**src/logic/rpc_params.svh**
```systemverilog
// Constants of the region protection control block: offsets, field
// positions, reset values and size limits.
// Assumes it is included by its bare name; it defines macros only.
`ifndef RPC_PARAMS_SVH
`define RPC_PARAMS_SVH

// ----------------------------------------------------------------------
// Register map, byte offsets on the register bus
// ----------------------------------------------------------------------
`define RPC_OFS_CTRL 8'h00
`define RPC_OFS_RSEL 8'h04
`define RPC_OFS_RBASE 8'h08

// ----------------------------------------------------------------------
// Field positions
// ----------------------------------------------------------------------
`define RPC_CTRL_ENABLE_BIT 0
`define RPC_CTRL_HFPROT_BIT 1
`define RPC_CTRL_BGMAP_BIT 2
`define RPC_RSEL_MSB 7
`define RPC_RBASE_VALID_BIT 4
`define RPC_RBASE_REGION_MSB 3
`define RPC_RBASE_ADDR_LSB 5

// ----------------------------------------------------------------------
// Sizes and reset values
// ----------------------------------------------------------------------
`define RPC_NUM_REGIONS 8
`define RPC_NO_REGION 4'hF
`define RPC_SIZE_MIN 5'h07
`define RPC_SIZE_FULL 5'h1F
`define RPC_RSEL_RESET 8'h00
`define RPC_BASE_RESET 27'h0000000

`endif

```
**src/logic/rpc_pkg.sv**
```systemverilog
// Types and helper functions shared by the region protection files.
// Assumes rpc_params.svh is on the include path.
package rpc_pkg;
`include "rpc_params.svh"

   // ----------------------------------------------------------------------
   // State of the control block
   // ----------------------------------------------------------------------
   typedef struct packed {
      logic live;
      logic ctrl_en;
      logic ctrl_hf;
      logic ctrl_bg;
      logic [7:0] rsel;
      logic [`RPC_NUM_REGIONS-1:0][26:0] base;
      logic ack;
      logic [31:0] rdata;
      logic chk_valid;
      logic fault;
      logic dflt;
      logic xn;
      logic so;
      logic [3:0] region;
   } rpc_state_t;

   // Log2 of the region size in bytes; sizes below the minimum are
   // clamped, since smaller settings have no defined meaning.
   function automatic logic [5:0] rpc_region_log2(input logic [4:0] size);
      logic [4:0] s;
      s = (size < `RPC_SIZE_MIN) ? `RPC_SIZE_MIN : size;
      return {1'b0, s} + 6'h01;
   endfunction

   // Mask of the base address bits; a full-map region has none.
   function automatic logic [31:0] rpc_addr_mask(input logic [4:0] size);
      logic [5:0] n;
      n = rpc_region_log2(size);
      if (n == 6'h20) begin
         return 32'h00000000;
      end
      return 32'hFFFFFFFF << n[4:0];
   endfunction
endpackage

```
**src/logic/rpc_region_match.sv**
```systemverilog
// One region comparator: tells whether an address falls in an enabled
// region and in one of its enabled subregions.
// Assumes the base was stored already masked to the region size.
`timescale 1ns/1ns
module rpc_region_match (
   // Region setup
   input wire logic [26:0] base_i,
   input wire logic [4:0] size_i,
   input wire logic enable_i,
   input wire logic [7:0] srd_i,
   // Access address and result
   input wire logic [31:0] addr_i,
   output logic hit_o
);
   import rpc_pkg::*;

   logic [31:0] mask;
   logic [5:0] sub_lsb;
   logic [31:0] sub_sh;
   logic [2:0] sub;

   // The region splits into eight equal subregions under its top bits.
   always_comb begin
      mask = rpc_addr_mask(size_i);
      sub_lsb = rpc_region_log2(size_i) - 6'h03;
      sub_sh = addr_i >> sub_lsb;
      sub = sub_sh[2:0];
      hit_o = enable_i && !srd_i[sub] &&
         (((addr_i ^ {base_i, 5'h00}) & mask) == 32'h00000000);
   end
endmodule

```
**src/logic/rpc_top.sv**
```systemverilog
// Region protection control: control bits, region selector, region base
// addresses on a Wishbone slave, and the per-access protection check.
// Assumes the region attribute and size settings arrive on ports from a
// neighbouring block that follows region_select_o, and that the core
// flags system control space and vector table accesses itself.
//
// Our own choices: the register addresses and the Wishbone slave port.
`timescale 1ns/1ns
`include "rpc_params.svh"

module rpc_top (
   // Clock and reset
   input wire logic clk_i,
   input wire logic rst_i,
   // Wishbone slave
   input wire logic wb_cyc_i,
   input wire logic wb_stb_i,
   input wire logic wb_we_i,
   input wire logic [7:0] wb_adr_i,
   input wire logic [3:0] wb_sel_i,
   input wire logic [31:0] wb_dat_i,
   output logic [31:0] wb_dat_o,
   output logic wb_ack_o,
   // Region attribute block
   output logic [7:0] region_select_o,
   input wire logic [8*5-1:0] region_size_i,
   input wire logic [7:0] region_enable_i,
   input wire logic [8*8-1:0] region_srd_i,
   input wire logic [8*3-1:0] region_ap_i,
   input wire logic [7:0] region_xn_i,
   input wire logic [7:0] region_c_i,
   input wire logic [7:0] region_b_i,
   // Access request from the core
   input wire logic acc_valid_i,
   input wire logic [31:0] acc_addr_i,
   input wire logic acc_write_i,
   input wire logic acc_fetch_i,
   input wire logic acc_priv_i,
   input wire logic acc_hfnmi_i,
   input wire logic acc_scs_i,
   input wire logic acc_vector_i,
   // Check result, one cycle after the request
   output logic chk_valid_o,
   output logic fault_o,
   output logic default_map_o,
   output logic execute_never_o,
   output logic strongly_ordered_o,
   output logic [3:0] hit_region_o
);
   import rpc_pkg::*;

   rpc_state_t q;
   rpc_state_t d;
   logic [7:0] hit;
   logic any_hit;
   logic [2:0] win;
   logic active;
   logic bus_req;
   logic [31:0] rd_val;
   logic [31:0] be_mask;
   logic [31:0] rd_mask;
   logic [31:0] wr_mask;
   logic [31:0] wv;
   logic [7:0] tgt;
   logic c_fault;
   logic c_dflt;
   logic c_xn;
   logic c_so;
   logic [3:0] c_reg;
   logic [2:0] w_ap;

   // ----------------------------------------------------------------------
   // Region comparators
   // ----------------------------------------------------------------------
   for (genvar i = 0; i < 8; i++) begin : g_match
      rpc_region_match u_match (
         .base_i(q.base[i]),
         .size_i(region_size_i[i*5 +: 5]),
         .enable_i(region_enable_i[i]),
         .srd_i(region_srd_i[i*8 +: 8]),
         .addr_i(acc_addr_i),
         .hit_o(hit[i])
      );
   end

   // Access permission for one region; the reserved code denies all so
   // that an undefined setting never opens memory.
   function automatic logic rpc_ap_ok(input logic [2:0] ap,
         input logic priv, input logic wr);
      logic ok;
      ok = 1'b0;
      case (ap)
         3'h1: ok = priv;
         3'h2: ok = priv | ~wr;
         3'h3: ok = 1'b1;
         3'h5: ok = priv & ~wr;
         3'h6: ok = ~wr;
         3'h7: ok = ~wr;
         default: ok = 1'b0;
      endcase
      return ok;
   endfunction

   // ----------------------------------------------------------------------
   // Protection check
   // ----------------------------------------------------------------------

   // The last matching index is kept, so the highest region wins.
   always_comb begin
      any_hit = 1'b0;
      win = 3'h0;
      for (int i = 0; i < 8; i++) begin
         if (hit[i]) begin
            any_hit = 1'b1;
            win = i[2:0];
         end
      end
   end

   // Handler priorities -1 and -2 switch checking off unless protected.
   assign active = q.ctrl_en & ~(acc_hfnmi_i & ~q.ctrl_hf);

   // Decision for the access presented in this cycle.
   always_comb begin
      c_fault = 1'b0;
      c_dflt = 1'b1;
      c_xn = acc_scs_i;
      c_so = acc_scs_i;
      c_reg = `RPC_NO_REGION;
      w_ap = region_ap_i[win*3 +: 3];
      if (!active) begin
         // Default map; the background bit plays no part here.
         c_dflt = 1'b1;
      end else if (acc_scs_i | acc_vector_i) begin
         c_dflt = 1'b1;
      end else if (any_hit) begin
         c_dflt = 1'b0;
         c_reg = {1'b0, win};
         c_xn = region_xn_i[win];
         c_so = ~region_c_i[win] & ~region_b_i[win];
         c_fault = ~rpc_ap_ok(w_ap, acc_priv_i, acc_write_i) |
            (acc_fetch_i & region_xn_i[win]);
      end else if (q.ctrl_bg & acc_priv_i) begin
         c_dflt = 1'b1;
      end else begin
         c_fault = 1'b1;
      end
      // Fetches from the control space are stopped in every mode.
      if (acc_scs_i & acc_fetch_i) begin
         c_fault = 1'b1;
      end
   end

   // ----------------------------------------------------------------------
   // Register bus
   // ----------------------------------------------------------------------
   assign bus_req = wb_cyc_i & wb_stb_i;

   // Byte lanes of a write; unselected lanes take the read value of the addressed register.
   assign be_mask = {{8{wb_sel_i[3]}}, {8{wb_sel_i[2]}},
      {8{wb_sel_i[1]}}, {8{wb_sel_i[0]}}};

   // Read view of the addressed register.
   always_comb begin
      rd_val = 32'h00000000;
      rd_mask = rpc_addr_mask(region_size_i[q.rsel[2:0]*5 +: 5]);
      case ({wb_adr_i[7:2], 2'h0})
         `RPC_OFS_CTRL: begin
            rd_val = {29'h0, q.ctrl_bg, q.ctrl_hf, q.ctrl_en};
         end
         `RPC_OFS_RSEL: begin
            rd_val = {24'h0, q.rsel};
         end
         `RPC_OFS_RBASE: begin
            // Valid reads zero; region bits show the selector.
            rd_val = {27'h0, 1'b0, q.rsel[3:0]};
            if (q.rsel < 8'h08) begin
               rd_val[31:5] = q.base[q.rsel[2:0]] &
                  rd_mask[31:5];
            end
         end
         default: begin
            rd_val = 32'h00000000;
         end
      endcase
   end

   assign wv = (rd_val & ~be_mask) | (wb_dat_i & be_mask);

   // ----------------------------------------------------------------------
   // Next state
   // ----------------------------------------------------------------------
   always_comb begin
      d = q;
      d.live = 1'b1;
      tgt = q.rsel;
      wr_mask = 32'h00000000;
      // One wait state: ack rises the cycle after the request.
      d.ack = bus_req & ~q.ack;
      if (bus_req & ~q.ack) begin
         d.rdata = rd_val;
      end
      // A write lands at the edge where the master samples ack.
      if (bus_req & q.ack & wb_we_i) begin
         case ({wb_adr_i[7:2], 2'h0})
            `RPC_OFS_CTRL: begin
               d.ctrl_en = wv[`RPC_CTRL_ENABLE_BIT];
               d.ctrl_hf = wv[`RPC_CTRL_HFPROT_BIT];
               d.ctrl_bg = wv[`RPC_CTRL_BGMAP_BIT];
            end
            `RPC_OFS_RSEL: begin
               d.rsel = wv[`RPC_RSEL_MSB:0];
            end
            `RPC_OFS_RBASE: begin
               if (wv[`RPC_RBASE_VALID_BIT]) begin
                  tgt = {4'h0, wv[`RPC_RBASE_REGION_MSB:0]};
                  d.rsel = tgt;
               end else begin
                  tgt = q.rsel;
               end
               // Selector values past the last region write nothing.
               if (tgt < 8'h08) begin
                  wr_mask = rpc_addr_mask(region_size_i[tgt[2:0]*5 +: 5]);
                  d.base[tgt[2:0]] = wv[31:`RPC_RBASE_ADDR_LSB] &
                     wr_mask[31:5];
               end
            end
            default: begin
               d.rsel = q.rsel;
            end
         endcase
      end
      // Check results; the fault is a pulse tied to the valid strobe.
      d.chk_valid = acc_valid_i;
      d.fault = acc_valid_i & c_fault;
      if (acc_valid_i) begin
         d.dflt = c_dflt;
         d.xn = c_xn;
         d.so = c_so;
         d.region = c_reg;
      end
   end

   // State register; the selector reset value is fixed so that the
   // attribute block follows a defined region out of reset.
   always_ff @(posedge clk_i) begin
      if (rst_i) begin
         q <= '0;
         q.rsel <= `RPC_RSEL_RESET;
         q.base <= {`RPC_NUM_REGIONS{`RPC_BASE_RESET}};
         q.region <= `RPC_NO_REGION;
      end else begin
         q <= d;
      end
   end

   // ----------------------------------------------------------------------
   // Outputs
   // ----------------------------------------------------------------------
   assign wb_dat_o = q.rdata;
   assign wb_ack_o = q.ack;
   assign region_select_o = q.rsel;
   assign chk_valid_o = q.chk_valid;
   assign fault_o = q.fault;
   assign default_map_o = q.dflt;
   assign execute_never_o = q.xn;
   assign strongly_ordered_o = q.so;
   assign hit_region_o = q.region;
endmodule
```
**config.mk**
```make
export PLATFORM = sky130hd
export DESIGN_NAME = rpc_top
export DESIGN_NICKNAME = d
export VERILOG_FILES = /design/src/logic/rpc_pkg.sv /design/src/logic/rpc_region_match.sv /design/src/logic/rpc_top.sv
export VERILOG_INCLUDE_DIRS = /design/src /design/src/logic
export SDC_FILE = /design/constraint.sdc
export NUM_CORES = 2
export LEC_CHECK = 0
export ABC_AREA = 1
export BUFFER_PORTS_ARGS = -buffer_cell sky130_fd_sc_hd__buf_2
export CORE_ASPECT_RATIO = 0.6
export CORE_MARGIN = 1
export CORE_UTILIZATION = 45
export CTS_CLUSTER_DIAMETER = 200
export DETAILED_ROUTE_END_ITERATION = 7
export PLACE_DENSITY_LB_ADDON = 0.08
export SYNTH_ARGS = -nofsm -noshare
export SYNTH_HDL_FRONTEND = slang
export SYNTH_SLANG_ARGS = --single-unit
```
**constraint.sdc**
```tcl
create_clock -name clk_i -period 5 [get_ports clk_i]
set_clock_uncertainty 0.2 [all_clocks]
set_input_delay 0.5 -clock clk_i [delete_from_list [all_inputs] [get_ports clk_i]]
set_output_delay 0.5 -clock clk_i [all_outputs]
set_load 0.03 [all_outputs]
```
==> impl_summary.md <==
Cells and area
The share of layout cells above drive strength 1 is 0.174. The finished layout holds 5,555 standard cells, fillers aside. The synthesis-to-finish area growth is 17.1%. The count of nets after finishing is 5,059. The final core utilization is 0.538. In the layout the commonest cells are sky130_fd_sc_hd__nand2_1 (1,014), sky130_fd_sc_hd__o21ai_0 (648), sky130_fd_sc_hd__a21oi_1 (427), sky130_fd_sc_hd__nand3_1 (368), sky130_fd_sc_hd__buf_4 (313). The commonest non-fill, non-tap cell in the layout is sky130_fd_sc_hd__nand2_1.

Clock network
In this run the clock root is driven by a sky130_fd_sc_hd__clkbuf_16. The largest buffer count on any clock path is 3. The number of clock buffers added by TritonCTS is 25. The number of sinks handled by clock tree synthesis is between 200 and 300. The clock reaches the later pin of the worst-skew pair after between 0.5 and 0.6 ns. The clock-pin slew reported for the worst setup and hold paths after clock tree synthesis is roughly 0.070 ns. TritonCTS built the clock tree. CTS built an H-tree with a depth of 1.

Setup path
Traced cell by cell, the critical path runs through inv_2 > o22ai_2 > mux2i_1 > o21ai_2 > inv_2 > nor2_1 > nand2_1 > o22ai_1 > a221oi_2 > nand2_1 > inv_2 > nand2_1 > nand2_1 > ha_1 > inv_1 > ha_1 > nand2_1 > nor2_4 > nor2_8 > nand3b_4 > a21oi_1. By instance count, the cell type seen most on the critical path is sky130_fd_sc_hd__nand2_1. The critical path data arrival time is 5.19 ns. The critical setup path kind is flop to flop.

The endpoint required time on the critical path is 5.27 ns. In this run the worst path has a maximum fanout of 13. The type of destination of the critical path is a flop. Together, buffers and inverters on the worst path number 4. The maximum cell stage delay along the critical path is 0.44 ns. STA classifies the critical path startpoint as a flop. The worst register-to-register path has a setup slack of 0.07 ns. The cell with the biggest individual delay on the critical path is sky130_fd_sc_hd__dfxtp_2. The cell class contributing the biggest share of worst-path delay is simple AND/OR/NAND/NOR gates.

Yosys
Yosys mapped a number of flops with a built-in enable equal to 0. The synthesized design contains 269 register bits. Synthesis produced 4,433 cells. The flip-flop cell with the highest count after synthesis is sky130_fd_sc_hd__dfxtp_1.

The sequential share of the synthesized area is 0.202. The number of distinct library cells after synthesis is 71. The number of nets handed over by synthesis was between 4,000 and 5,000. Counting flops with an async set or reset pin after synthesis yields a share of 0. The mean cell area of the mapped netlist is 6.00 um^2. After synthesis the cells add up to 0.0266 mm^2.

Yosys printed 0 warnings.

Routing
The detail-routed net length per standard cell is 25.2 um. In the routed design, unresolved DRC markers number 3. The overall routed net length is 140,000 um. In the routed layout, each cell is associated on average with a via count of between 6 and 7. The first-pass iteration count of the detailed router is 8. The count of nets left with antenna violations once routing finished came out at 0.

The total via count after detailed routing is 34,400. The DRC marker count from the first detailed-route iteration is 5,825.

Floorplanning
The floorplan step defined a die boundary enclosing 0.0601 mm^2. The initial standard-cell utilization of the core is 0.459. The area of the placeable core is 0.0579 mm^2.

Row generation in the floorplan step produced 68 rows. Measured along the x axis, the die boundary spans between 300 and 400 um. The floorplan step set the die height to 190 um.

The top-level I/O count is 298.

Global route
The all-layer global routing usage is 0.445. The via count of the first global-routing pass is about 29,000. Entering global routing, the biggest net connects 153 pins. The number of antenna violations at the first check in global routing came to 8.

Summed over all layers, the global routing overflow is 0. The first global-routing pass estimated 199,000 um of wire.

Placed design
At the placement stage, the worst setup path has a slack of -0.0935 ns. Detailed placement ended at an HPWL of around 110,000 um. The count of buffers from port buffering is 295. The number of placed instances, taps included is 5,508. The final RePlAce weighted congestion is 1.06.

Timing
The total negative slack is 0 ns. The time the final worst path needs with I/O delays and setup is 4.93 ns. The number of endpoints with negative hold slack in the final report was 0. Dividing the final minimum period by the clock period gives 0.986. Setup repair after global routing left no endpoint under its margin. In this run the tightest slew margin relative to its limit is -0.0600. The achievable clock frequency is 203 MHz. For the pin with the worst max-slew slack, the measured transition is 1.59 ns. After layout, the worst setup slack is 0.0714 ns. Setup violations remaining at the end of the flow were counted as 0.

The final-report max-slew violation count is 1.

Run status
The flow ran to the end, but the final reports show violations. The final reports fail on DRC, slew limit.

Pwr
Dividing total power by cell area gives a power density of 239 mW/mm^2. For this design the static power due to leakage is 0.0146 uW. The design draws around 7400 uW. The worst-case IR drop observed on VDD is about 0.2 mV.

Min path
In this run the worst hold path is classified as primary input to flop.

Job
The number of maximum-capacitance violations is 0.
## tightest hold or removal path, stage by stage
cell and delay, ns:
sky130_fd_sc_hd__buf_2 0.12, sky130_fd_sc_hd__nand2_1 0.07, sky130_fd_sc_hd__nand2_1 0.05
## repair_timing
item	4_1_cts	5_1_grt
endpoints found under the setup margin	0	54
buffers inserted	0	0
gates resized for setup	0	5
hold buffers	0	0
## registers in the layout (all words and copies together), names as in the netlist, 4 cells and up
register,cells
hit_region_o,4
region_select_o,8
wb_dat_o,32
q,219
## power breakdown
group          internal, uW  total, uW  leakage, uW  switching [uW]
logic                  1150       3360       0.0121            2210
clock network          1000       1920     0.000386             915
registers              2160       2170      0.00217            9.00
## area by class of cell
| type | count | area, um^2 |
|---|---|---|
| Timing Repair Buffer | 632 | 4310 |
| Sequential cell | 269 | 5390 |
| Tap cell | 770 | 963 |
| Multi-Input combinational cell | 3518 | 18500 |
| Clock inverter | 8 | 40.0 |
| Clock buffer | 34 | 719 |
| Inverter | 319 | 1210 |
| Antenna cell | 5 | 12.5 |
| Fill cell | 6122 | 26800 |
## path summary, 6_finish.rpt
kind                           to  cells after the start          startpoint
setup / recovery           q[208]                     21  region_select_o[1]
hold / removal    hit_region_o[2]                      3         acc_valid_i
setup reg to reg           q[208]                     21  region_select_o[1]
hold reg to reg   hit_region_o[3]                      2     hit_region_o[3]
## Yosys cell counts (49+ instances only)
master,n,area [um^2]
sky130_fd_sc_hd__nand2_1,1014,3810
sky130_fd_sc_hd__o21ai_0,650,3250
sky130_fd_sc_hd__a21oi_1,428,2140
sky130_fd_sc_hd__nand3_1,368,1840
sky130_fd_sc_hd__nor2_1,303,1140
sky130_fd_sc_hd__dfxtp_1,269,5390
sky130_fd_sc_hd__inv_1,260,976
sky130_fd_sc_hd__clkbuf_1,208,781
sky130_fd_sc_hd__xor2_1,155,1360
sky130_fd_sc_hd__xnor2_1,77,674
sky130_fd_sc_hd__nand4_1,55,344
sky130_fd_sc_hd__buf_4,53,398
sky130_fd_sc_hd__inv_2,49,184
sky130_fd_sc_hd__o22ai_1,49,307
## logic make-up after synthesis
kind of cell	after synthesis	share of synthesized area
xor+xnor	235	0.0782
buf+inv	646	0.102
flops	269	0.202
compound gates	1377	0.292
mux	1	0.000376
simple gates	1859	0.304
fa+ha+maj	46	0.0216
## through the flow
stage / hold slack, ns / area (um^2)
after floorplan: 0.242 / 26600
after CTS: 0.00580 / 31100
after global placement: 0.251 / 30400
final: 0.0191 / 31200
after detailed placement: 0.254 / 30400
after global routing: 0.0353 / 31100
## routing by layer
layer	GRT usage	part of all wire	vias to the layer above
met5	0.0227	0.0027	-
met4	0.121	0.032	10
met3	0.212	0.18	313
met2	0.568	0.37	2622
met1	0.642	0.42	15600
li1	-	-	15800
Power figures use the tool's default switching activity.
